===== config.mk =====
export PLATFORM = sky130hd
export DESIGN_NAME = fpd_core
export DESIGN_NICKNAME = d
export VERILOG_FILES = /design/src/include/fpd_pkg.sv /design/src/core/fpd_core.sv /design/src/core/fpd_range.sv
export SDC_FILE = /design/constraint.sdc
export NUM_CORES = 1
export LEC_CHECK = 0
export ABC_AREA = 1
export BUFFER_PORTS_ARGS = -buffer_cell sky130_fd_sc_hd__buf_2
export CAP_MARGIN = 20
export CORE_MARGIN = 3
export CORE_UTILIZATION = 40
export DETAILED_ROUTE_END_ITERATION = 16
export PLACE_DENSITY = 0.57
export SKIP_LAST_GASP = 1
export SLEW_MARGIN = 20
export SYNTH_ARGS = -nofsm -noshare
export SYNTH_HDL_FRONTEND = slang
export SYNTH_SLANG_ARGS = --single-unit

===== constraint.sdc =====
create_clock -name sys_clk_i -period 4 [get_ports sys_clk_i]
set_input_delay 0.8 -clock sys_clk_i [delete_from_list [all_inputs] [get_ports sys_clk_i]]
set_output_delay 0.8 -clock sys_clk_i [all_outputs]
set_load 0.05 [all_outputs]

===== src/include/fpd_pkg.sv =====
// constants and types for the flash array protection decoder
package fpd_pkg;
	localparam int AW = 24;
	localparam int DW = 19;
	localparam int UNIT_SHIFT = 12;
	localparam logic [DW-1:0] MASK_512K = 19'h7FFFF;
	localparam logic [DW-1:0] MASK_256K = 19'h3FFFF;
	// sizes counted in 4 KB units
	localparam logic [7:0] UNITS_512K = 8'h80;
	localparam logic [7:0] UNITS_256K = 8'h40;
	localparam logic [7:0] U_NONE = 8'h00;
	localparam logic [7:0] U_4K = 8'h01;
	localparam logic [7:0] U_8K = 8'h02;
	localparam logic [7:0] U_16K = 8'h04;
	localparam logic [7:0] U_32K = 8'h08;
	localparam logic [7:0] U_64K = 8'h10;
	localparam logic [7:0] U_128K = 8'h20;
	localparam logic [7:0] U_256K = 8'h40;
	// program and erase spans
	localparam logic [DW-1:0] SPAN_PAGE = 19'h00000;
	localparam logic [DW-1:0] SPAN_SECT = 19'h00FFF;
	localparam logic [DW-1:0] SPAN_B32 = 19'h07FFF;
	localparam logic [DW-1:0] SPAN_B64 = 19'h0FFFF;
	// status word layout
	localparam int SB_BUSY = 0;
	localparam int SB_WEL = 1;
	localparam int SB_BP = 2;
	localparam int SB_LOCK = 7;
	localparam int SB_QE = 9;
	localparam int SB_CMP = 14;
	localparam int SB_SUS = 15;
	localparam logic [15:0] SR_WR_MASK = 16'h42FC;
	localparam logic [15:0] SR_RESET = 16'h0000;
	// synchroniser idle: {strap, wp_n, si, cs_n, sclk}
	localparam logic [4:0] SYNC_RST = 5'h0E;
	// command codes
	localparam logic [7:0] C_SET_WEL = 8'h06;
	localparam logic [7:0] C_CLR_WEL = 8'h04;
	localparam logic [7:0] C_RD_LO = 8'h05;
	localparam logic [7:0] C_RD_HI = 8'h35;
	localparam logic [7:0] C_WR_SR = 8'h01;
	localparam logic [7:0] C_PROG = 8'h02;
	localparam logic [7:0] C_SECT = 8'h20;
	localparam logic [7:0] C_B32 = 8'h52;
	localparam logic [7:0] C_B64 = 8'hD8;
	localparam logic [7:0] C_CHIP_A = 8'h60;
	localparam logic [7:0] C_CHIP_B = 8'hC7;
	localparam logic [7:0] C_SUSP = 8'h75;
	localparam logic [7:0] C_RESUME = 8'h7A;
	// frame lengths in bytes
	localparam logic [2:0] LEN_CMD = 3'h1;
	localparam logic [2:0] LEN_STATUS_WRITE_CMD = 3'h2;
	localparam logic [2:0] LEN_STATUS_WRITE_CMD_HI = 3'h3;
	localparam logic [2:0] LEN_ADDR = 3'h4;
	localparam logic [2:0] LEN_PROG = 3'h5;
	localparam logic [2:0] LEN_MAX = 3'h7;
	localparam logic [2:0] BIT_LAST = 3'h7;
	typedef enum logic [2:0] {
		FPD_OP_PROG,
		FPD_OP_SECT,
		FPD_OP_B32,
		FPD_OP_B64,
		FPD_OP_CHIP,
		FPD_OP_STATUS
	} fpd_op_e;
endpackage


===== src/core/fpd_core.sv =====
// serial flash status word, write latch and array protection
`timescale 1ns/100ps
// Operation
// RULE_01: 512 KB, complement set: code x000 protects all, 0x1xx or 1111 none.
// RULE_02: 512 KB complement, high bit 0: lower 448/384/256 KB, or upper with b3.
// RULE_03: 512 KB complement, high bit 1: all but top (or bottom) 4 to 32 KB.
// RULE_04: 256 KB normal, high bit 0: 64 KB blocks top, b3 moves to bottom.
// RULE_05: 256 KB normal, high bit 1: top/bottom 4 to 32 KB, 000 none, 111 all.
// RULE_06: 256 KB complement, high bit 0: complement of the block mapping.
// RULE_07: 256 KB complement, high bit 1: all but top 4-32 KB; 000 all, 111 none.
// RULE_08: 256 KB complement, high bit 1, b3 set: all but bottom 4-32 KB.
// RULE_09: 16-bit status word with suspend, complement, quad, lock, select, latch, busy.
// RULE_10: busy reads 1 while program, erase or status write runs.
// RULE_11: latch shows in status; latch 0 refuses status write, program, erase.
// RULE_12: complement bit at 14, defaults 0, combines with select bits.
// RULE_13: program and erase into protected range refused; chip erase only if none.
// RULE_14: set-latch command sets latch; clear, writes, programs, erases reset it.
// RULE_15: lock bit 1 with write-protect low blocks status writes.
// RULE_16: busy and latch bits not writable; reserved bits read 0.
// RULE_17: host polls busy until 0 before next write command.
module fpd_core (
	// clock and reset
	input  wire logic                   sys_clk_i,
	input  wire logic                   rst_n_i,
	// serial pins
	input  wire logic                   sclk_i,
	input  wire logic                   cs_n_i,
	input  wire logic                   si_i,
	input  wire logic                   wp_n_i,
	output logic                        so_o,
	output logic                        so_oe_o,
	// density strap, high for the 512 KB part
	input  wire logic                   part_512k_i,
	// array operation port
	output logic                        op_start_o,
	output fpd_pkg::fpd_op_e            op_kind_o,
	output logic [fpd_pkg::AW-1:0]      op_addr_o,
	input  wire logic                   op_done_i,
	output logic                        op_suspend_o,
	output logic                        op_resume_o,
	output logic [7:0]                  prog_byte_o,
	output logic                        prog_byte_valid_o,
	// status view
	output logic [15:0]                 status_word_o,
	output logic                        quad_io_enable_o
);
	logic [4:0]               sync1;
	logic [4:0]               sync2;
	logic                     sclk_q;
	logic                     cs_q;
	logic                     part_512k;
	logic                     strap_taken;
	logic [1:0]               strap_fill;
	logic [2:0]               bitcnt;
	logic [2:0]               byteidx;
	logic [6:0]               shreg;
	logic [7:0]               opcode;
	logic [fpd_pkg::AW-1:0]   addr;
	logic [7:0]               sr_lo;
	logic [7:0]               sr_hi;
	logic                     reading;
	logic [15:0]              sr_nv;
	logic                     write_enable_latch;
	logic                     busy;
	logic                     suspended_flag;
	logic                     range_none;
	logic [fpd_pkg::DW-1:0]   range_lo;
	logic [fpd_pkg::DW-1:0]   range_hi;
	logic [fpd_pkg::DW-1:0]   tgt;
	logic [fpd_pkg::DW-1:0]   span;
	logic [fpd_pkg::DW-1:0]   reg_lo;
	logic [fpd_pkg::DW-1:0]   reg_hi;
	logic                     hit;
	logic                     rise;
	logic                     fall;
	logic                     frame_end;
	logic                     cs_n_s;
	logic                     byte_done;
	logic [7:0]               new_byte;
	logic [7:0]               rd_byte;
	logic                     ready;
	logic                     locked;
	logic                     go_set;
	logic                     go_clr;
	logic                     go_status_write_cmd;
	logic                     go_start;
	logic                     go_susp;
	logic                     go_res;
	logic                     wr_cmd;

	function automatic logic [fpd_pkg::DW-1:0] span_of(input logic [7:0] c);
		unique case (c)
			fpd_pkg::C_SECT: span_of = fpd_pkg::SPAN_SECT;
			fpd_pkg::C_B32:  span_of = fpd_pkg::SPAN_B32;
			fpd_pkg::C_B64:  span_of = fpd_pkg::SPAN_B64;
			default:         span_of = fpd_pkg::SPAN_PAGE;
		endcase
	endfunction

	function automatic fpd_pkg::fpd_op_e kind_of(input logic [7:0] c);
		unique case (c)
			fpd_pkg::C_PROG: kind_of = fpd_pkg::FPD_OP_PROG;
			fpd_pkg::C_SECT: kind_of = fpd_pkg::FPD_OP_SECT;
			fpd_pkg::C_B32:  kind_of = fpd_pkg::FPD_OP_B32;
			fpd_pkg::C_B64:  kind_of = fpd_pkg::FPD_OP_B64;
			fpd_pkg::C_WR_SR: kind_of = fpd_pkg::FPD_OP_STATUS;
			default:         kind_of = fpd_pkg::FPD_OP_CHIP;
		endcase
	endfunction

	// pin synchroniser
	always_ff @(posedge sys_clk_i or negedge rst_n_i) begin
		if (!rst_n_i) begin
			sync1 <= fpd_pkg::SYNC_RST;
			sync2 <= fpd_pkg::SYNC_RST;
		end else begin
			sync1 <= {part_512k_i, wp_n_i, si_i, cs_n_i, sclk_i};
			sync2 <= sync1;
		end
	end

	always_ff @(posedge sys_clk_i or negedge rst_n_i) begin
		if (!rst_n_i) begin
			sclk_q <= 1'b0;
			cs_q   <= 1'b1;
		end else begin
			sclk_q <= sync2[0];
			cs_q   <= sync2[1];
		end
	end

	// density strap caught once the synchroniser holds the pin, not its reset
	always_ff @(posedge sys_clk_i or negedge rst_n_i) begin
		if (!rst_n_i) begin
			part_512k   <= 1'b0;
			strap_taken <= 1'b0;
			strap_fill  <= 2'h0;
		end else begin
			strap_fill <= {strap_fill[0], 1'b1};
			if (strap_fill[1] && !strap_taken) begin
				part_512k   <= sync2[4];
				strap_taken <= 1'b1;
			end
		end
	end

	assign cs_n_s    = sync2[1];
	assign rise      = sync2[0] && !sclk_q && !cs_n_s;
	assign fall      = !sync2[0] && sclk_q && !cs_n_s;
	assign frame_end = cs_n_s && !cs_q;
	assign byte_done = rise && (bitcnt == fpd_pkg::BIT_LAST);
	assign new_byte  = {shreg, sync2[2]};

	// command frame shifter; deselect resets it
	always_ff @(posedge sys_clk_i or negedge rst_n_i) begin
		if (!rst_n_i) begin
			bitcnt  <= '0;
			byteidx <= '0;
			shreg   <= '0;
			opcode  <= '0;
			addr    <= '0;
			sr_lo   <= '0;
			sr_hi   <= '0;
			reading <= 1'b0;
		end else if (cs_n_s) begin
			bitcnt  <= '0;
			byteidx <= '0;
			reading <= 1'b0;
		end else if (rise) begin
			shreg  <= new_byte[6:0];
			bitcnt <= bitcnt + 3'h1;
			if (byte_done) begin
				if (byteidx != fpd_pkg::LEN_MAX) begin
					byteidx <= byteidx + 3'h1;
				end
				if (byteidx == 3'h0) begin
					opcode  <= new_byte;
					reading <= (new_byte == fpd_pkg::C_RD_LO) ||
						(new_byte == fpd_pkg::C_RD_HI);
				end
				if (byteidx >= 3'h1 && byteidx < fpd_pkg::LEN_ADDR) begin
					addr <= {addr[15:0], new_byte};
				end
				if (byteidx == 3'h1) begin
					sr_lo <= new_byte;
				end
				if (byteidx == 3'h2) begin
					sr_hi <= new_byte;
				end
			end
		end
	end

	// status word assembly
	always_comb begin
		status_word_o                  = sr_nv & fpd_pkg::SR_WR_MASK; // RULE_16
		status_word_o[fpd_pkg::SB_SUS]  = suspended_flag; // RULE_09
		status_word_o[fpd_pkg::SB_WEL]  = write_enable_latch; // RULE_11
		status_word_o[fpd_pkg::SB_BUSY] = busy && !suspended_flag; // RULE_10
	end
	assign quad_io_enable_o = sr_nv[fpd_pkg::SB_QE];
	assign rd_byte = (opcode == fpd_pkg::C_RD_HI) ?
		status_word_o[15:8] : status_word_o[7:0];

	// status readout, live value, msb first on the falling edge
	always_ff @(posedge sys_clk_i or negedge rst_n_i) begin
		if (!rst_n_i) begin
			so_o <= 1'b0;
		end else if (fall && reading) begin
			so_o <= rd_byte[3'h7 - bitcnt]; // RULE_09
		end
	end
	assign so_oe_o = reading && !cs_n_s;

	fpd_range u_range (
		.protect_sel_i        (sr_nv[fpd_pkg::SB_BP +: 5]),
		.protect_complement_i (sr_nv[fpd_pkg::SB_CMP]), // RULE_12
		.part_512k_i          (part_512k),
		.range_none_o         (range_none),
		.range_lo_o           (range_lo),
		.range_hi_o           (range_hi)
	); // RULE_01 RULE_02 RULE_03 RULE_04 RULE_05 RULE_06 RULE_07 RULE_08

	// target region against the protected window
	always_comb begin
		tgt = addr[fpd_pkg::DW-1:0] &
			(part_512k ? fpd_pkg::MASK_512K : fpd_pkg::MASK_256K);
		span   = span_of(opcode);
		reg_lo = tgt & ~span;
		reg_hi = reg_lo | span;
		hit    = !range_none && reg_lo <= range_hi && reg_hi >= range_lo;
	end

	// end-of-frame command execution, byte boundary only
	always_comb begin
		ready  = !busy && !suspended_flag;
		locked = sr_nv[fpd_pkg::SB_LOCK] && !sync2[3]; // RULE_15
		go_set = 1'b0;
		go_clr = 1'b0;
		go_status_write_cmd = 1'b0;
		go_start = 1'b0;
		go_susp = 1'b0;
		go_res = 1'b0;
		wr_cmd = 1'b0;
		if (frame_end && bitcnt == 3'h0) begin
			unique case (opcode)
				fpd_pkg::C_SET_WEL: go_set = ready && byteidx == fpd_pkg::LEN_CMD;
				fpd_pkg::C_CLR_WEL: go_clr = ready && byteidx == fpd_pkg::LEN_CMD;
				fpd_pkg::C_WR_SR: begin
					wr_cmd  = ready && byteidx >= fpd_pkg::LEN_STATUS_WRITE_CMD;
					go_status_write_cmd = wr_cmd && write_enable_latch && !locked; // RULE_11 RULE_15
				end
				fpd_pkg::C_PROG: begin
					wr_cmd   = ready && byteidx >= fpd_pkg::LEN_PROG;
					go_start = wr_cmd && write_enable_latch && !hit; // RULE_13
				end
				fpd_pkg::C_SECT, fpd_pkg::C_B32, fpd_pkg::C_B64: begin
					wr_cmd   = ready && byteidx == fpd_pkg::LEN_ADDR;
					go_start = wr_cmd && write_enable_latch && !hit; // RULE_13
				end
				fpd_pkg::C_CHIP_A, fpd_pkg::C_CHIP_B: begin
					wr_cmd   = ready && byteidx == fpd_pkg::LEN_CMD;
					go_start = wr_cmd && write_enable_latch && range_none; // RULE_13
				end
				fpd_pkg::C_SUSP: go_susp = busy && !suspended_flag &&
					byteidx == fpd_pkg::LEN_CMD &&
					op_kind_o != fpd_pkg::FPD_OP_STATUS;
				fpd_pkg::C_RESUME: go_res = suspended_flag &&
					byteidx == fpd_pkg::LEN_CMD;
				default: ;
			endcase
		end
	end

	// write enable latch
	always_ff @(posedge sys_clk_i or negedge rst_n_i) begin
		if (!rst_n_i) begin
			write_enable_latch <= 1'b0; // RULE_14
		end else if (go_set) begin
			write_enable_latch <= 1'b1; // RULE_14
		end else if (go_clr || wr_cmd) begin
			write_enable_latch <= 1'b0; // RULE_14
		end
	end

	// writable status bits; busy and latch never written
	always_ff @(posedge sys_clk_i or negedge rst_n_i) begin
		if (!rst_n_i) begin
			sr_nv <= fpd_pkg::SR_RESET; // RULE_12
		end else if (go_status_write_cmd) begin
			sr_nv[7:0] <= sr_lo & fpd_pkg::SR_WR_MASK[7:0]; // RULE_16
			if (byteidx >= fpd_pkg::LEN_STATUS_WRITE_CMD_HI) begin
				sr_nv[15:8] <= sr_hi & fpd_pkg::SR_WR_MASK[15:8]; // RULE_16
			end
		end
	end

	// busy and suspend; a start wins over a done
	always_ff @(posedge sys_clk_i or negedge rst_n_i) begin
		if (!rst_n_i) begin
			busy           <= 1'b0;
			suspended_flag <= 1'b0;
		end else begin
			if (go_start || go_status_write_cmd) begin
				busy <= 1'b1; // RULE_10
			end else if (op_done_i) begin
				busy <= 1'b0; // RULE_10
			end
			if (go_susp) begin
				suspended_flag <= 1'b1;
			end else if (go_res) begin
				suspended_flag <= 1'b0;
			end
		end
	end

	// array operation requests
	always_ff @(posedge sys_clk_i or negedge rst_n_i) begin
		if (!rst_n_i) begin
			op_start_o   <= 1'b0;
			op_kind_o    <= fpd_pkg::FPD_OP_PROG;
			op_addr_o    <= '0;
			op_suspend_o <= 1'b0;
			op_resume_o  <= 1'b0;
		end else begin
			op_start_o   <= go_start || go_status_write_cmd;
			op_suspend_o <= go_susp;
			op_resume_o  <= go_res;
			if (go_start || go_status_write_cmd) begin
				op_kind_o <= kind_of(opcode);
				op_addr_o <= addr;
			end
		end
	end

	// program data forwarded only when the program will be taken
	always_ff @(posedge sys_clk_i or negedge rst_n_i) begin
		if (!rst_n_i) begin
			prog_byte_o       <= '0;
			prog_byte_valid_o <= 1'b0;
		end else begin
			prog_byte_valid_o <= byte_done && opcode == fpd_pkg::C_PROG &&
				byteidx >= fpd_pkg::LEN_ADDR && ready &&
				write_enable_latch && !hit; // RULE_11 RULE_13
			if (byte_done) begin
				prog_byte_o <= new_byte;
			end
		end
	end
endmodule


===== src/core/fpd_range.sv =====
// protect-select decoder: protected address window
`timescale 1ns/100ps
module fpd_range (
	// protection settings
	input  wire logic [4:0]             protect_sel_i,
	input  wire logic                   protect_complement_i,
	input  wire logic                   part_512k_i,
	// decoded window
	output logic                        range_none_o,
	output logic [fpd_pkg::DW-1:0]      range_lo_o,
	output logic [fpd_pkg::DW-1:0]      range_hi_o
);
	logic [7:0]  dens;
	logic [7:0]  units;
	logic        bottom;
	logic [19:0] lo_w;
	logic [19:0] hi_w;

	always_comb begin
		dens   = part_512k_i ? fpd_pkg::UNITS_512K : fpd_pkg::UNITS_256K;
		bottom = protect_sel_i[3];
		units  = fpd_pkg::U_NONE;
		if (protect_sel_i[4]) begin
			unique case (protect_sel_i[2:0])
				3'h0: units = fpd_pkg::U_NONE;
				3'h1: units = fpd_pkg::U_4K;
				3'h2: units = fpd_pkg::U_8K;
				3'h3: units = fpd_pkg::U_16K;
				3'h4, 3'h5, 3'h6: units = fpd_pkg::U_32K;
				3'h7: units = dens;
			endcase
		end else if (part_512k_i && protect_sel_i[2]) begin
			units = dens;
		end else begin
			unique case (protect_sel_i[1:0])
				2'h0: units = fpd_pkg::U_NONE;
				2'h1: units = fpd_pkg::U_64K;
				2'h2: units = fpd_pkg::U_128K;
				2'h3: units = part_512k_i ? fpd_pkg::U_256K : dens;
			endcase
		end
		// complemented window sits at the opposite end
		if (protect_complement_i) begin
			units  = dens - units;
			bottom = !bottom;
		end
		range_none_o = (units == fpd_pkg::U_NONE);
		if (bottom) begin
			lo_w = 20'h00000;
			hi_w = {units, 12'h000} - 20'h00001;
		end else begin
			lo_w = {8'(dens - units), 12'h000};
			hi_w = {dens, 12'h000} - 20'h00001;
		end
		range_lo_o = lo_w[fpd_pkg::DW-1:0];
		range_hi_o = hi_w[fpd_pkg::DW-1:0];
	end
endmodule


==> reports/results.ini <==
[outcome]
status = finished clean

[synthesis]
yosysMostFrequentCell = nand2_1
syn-mean-instance-area_um2 = 8.60
synthArstFlopShare_pct = 100
synthFlopType = dfrtp_1
yosys_register_bits = 121
synth_cell_types = 46
ys_top_cells_by_area = dfrtp_1 46%, nand2_1 11%, o21ai_0 5.4%
synth-edff-count = 0
yosysTopAreaCellShare_pct = 46.5
synth_common_cells = 187 x nand2_1, 114 x dfrtp_1, 66 x inv_1, 66 x o21ai_0, 55 x nor2_1
syn-cell-area_um2 = 6140
yosys_warnings = 0
yosysTopAreaCell = dfrtp_1
postSynthCellCount = 714
yosysSeqAreaShare_pct = 49.5

[timing]
drv_slew = 0
worst_pin_slew_ns = 0.862
fin_skew_ns = 0.0106
period_minus_slack_ns = 3.80
slew_headroom_pct = 42.5
postLayoutSetupSlackWorst_ns = 0.203
hold_slack_ns = 0.345
finalSetupViolCount = 0
fin_crit_sh_pct = 94.9
tns_ns = 0
max_freq_mhz = 263
hold_viol = 0

[route]
vias = 5037
wirelength_mm = 15.4
ant_nets = 0
drtPass1Iterations = 6
drt_iter0_drc = 444
wire_per_inst_um = 15.6
vias_per_cell = 5.09
drc = 0

[layout]
num_antenna_cells = 0
syn2layout_area_growth_pct = 21.8
final_cell_area_um2 = 7480
nNetsFinal = 827
drive_gt1_share_pct = 24.2
fillers = 1386

[critical_path]
timing.critical_path.buf_inv = 5
critical-path-max-stage-delay_ns = 0.42
crit_arrival_ns = 4.06
crit_fanout = 8
cp_num_cells = 28
critPathKind = flop to flop
cpMostUsedCell = nand2_1
critical_path.top_delay_family = simple AND/OR/NAND/NOR gates
ff2ff_path_depth = 28
worstPathRequired_ns = 4.27
endpoint_kind = flop
cp-start-kind = flop
crit_path_top_delay_cell = dfrtp_1

[clock_network]
cts_max_level = 4
clock-sinks = 121
cts_buffers = 17
clk_pin_slew_ns = 0.05
clk_path_buf_depth = 2
cts_tree = built
cts_root_buf = clkbuf_16
clk-insertion-delay-late_ns = 0.42
ctsHoldBuffers = 0

[placed_design]
io_buffers = 60
dp_worst_setup_slack_ns = -0.106
gp_congestion = 0.883
dpl-instance-area_um2 = 6590
hpwlAfterDp_mm = 10.3

[floorplan]
die_h_um = 130
rows = 44
initial_core_util_pct = 41.6
design.portCount = 66
dieWidth_um = 130
dieArea_um2 = 16900
core_area_um2 = 14800

[grt]
overflow = 0
grt_pass1_wl_mm = 24.8
grt_pass1_vias = 4800
antenna_found_initial = 0
track_usage_pct = 18.9
grt_max_degree = 67

[power]
power.total_mw = 2.98
leakagePower_nw = 3.83
vdd_ir_drop_max_v = 0.000322
power_density_nw_per_um2 = 398

[worst_hold_path]
hold_depth = 0
hp-class = flop to flop

[flow_run]
max_cap_viol_count = 0

logic make-up after synthesis:
kind of cell | after synthesis | synth area share, %
AND/OR/NAND/NOR | 334 | 25.4
XOR/XNOR | 6 | 0.856
AO/OA/AOI/OAI | 119 | 10.6
flip-flops | 121 | 49.5
buffers and inverters | 105 | 8.09
other | 2 | 0.122
multiplexers | 1 | 0.183
adder cells (fa/ha/maj) | 26 | 5.30
per-stage QoR:
| step | util [%] | cells |
|---|---|---|
| 2_1_floorplan | - | 718 |
| 3_3_place_gp | 44.7 | 943 |
| 3_5_place_dp | 44.7 | 943 |
| 4_1_cts | 49.1 | 977 |
| 5_1_grt | 50.7 | 990 |
| 6_report | 50.7 | 990 |
layer usage:
metal  vias up  track usage, %  wire length (µm)
li1       2485               -                 -
met5         -               0                 0
met1      2391            26.8              7510
met2       139            28.6              6910
met3        22            4.13               748
met4         0            7.09               284
cell type report:
type / count / area [µm²] / share of cell area, %
clock buffer: 25 / 505 / 6.76
clock inverter: 7 / 91.3 / 1.22
inverter: 75 / 284 / 3.80
multi-input combinational: 495 / 2780 / 37.1
sequential: 121 / 3040 / 40.6
tap: 184 / 230 / 3.08
timing repair buffer: 83 / 556 / 7.43
final timing paths:
path                           from      endpoint  slack (ns)
min in group asynchronous   rst_n_i     opcode[2]        0.49
max in group asynchronous   rst_n_i  op_addr_o[9]        2.75
setup / recovery           sr_nv[3]          busy        0.20
hold reg to reg            sync1[4]      sync2[4]        0.35
setup reg to reg           sr_nv[3]          busy        0.20
hold / removal             sync1[4]      sync2[4]        0.35
flip-flops by register name, summed over array words and instances, names as in the netlist, 2 cells and up:
signal,cells
sr_hi,2
addr,24
opcode,8
bitcnt,3
sync2,5
shreg,7
sr_lo,6
op_addr_o,24
sync1,5
byteidx,3
sr_nv,8
op_kind_o,3
prog_byte_o,8
strap_fill,2
power by group:
group | switching, mW | internal, mW
Clock | 0.545 | 0.997
Sequential | 0.0208 | 1.26
Combinational | 0.122 | 0.0393
Total | 0.687 | 2.29
placed cells by master, fill, tap and decap left out, types with 4 or more instances in the layout:
cell and n:
inv_2 12, buf_4 19, conb_1 6, nor2_2 4
dfrtp_1 112, o21ai_1 11, nand2_2 14, clkbuf_16 19
nand2_1 178, nand3_2 23, o21ai_0 62, a21oi_1 26
buf_2 59, dfstp_2 7, nor3_1 12, nand3b_1 4
inv_1 62, clkbuf_8 5, nand3_1 23, nor2_1 53
nand4_1 7, ha_1 24
timing repair:
| item | in CTS | in global routing |
|---|---|---|
| buffers inserted | 0 | 9 |
| setup endpoints to repair | 29 | 29 |
| pin swaps | 0 | 19 |
| gates resized for setup | 6 | 27 |
| cloned | 2 | 4 |
Note: power is estimated with default switching activity, not from simulation.
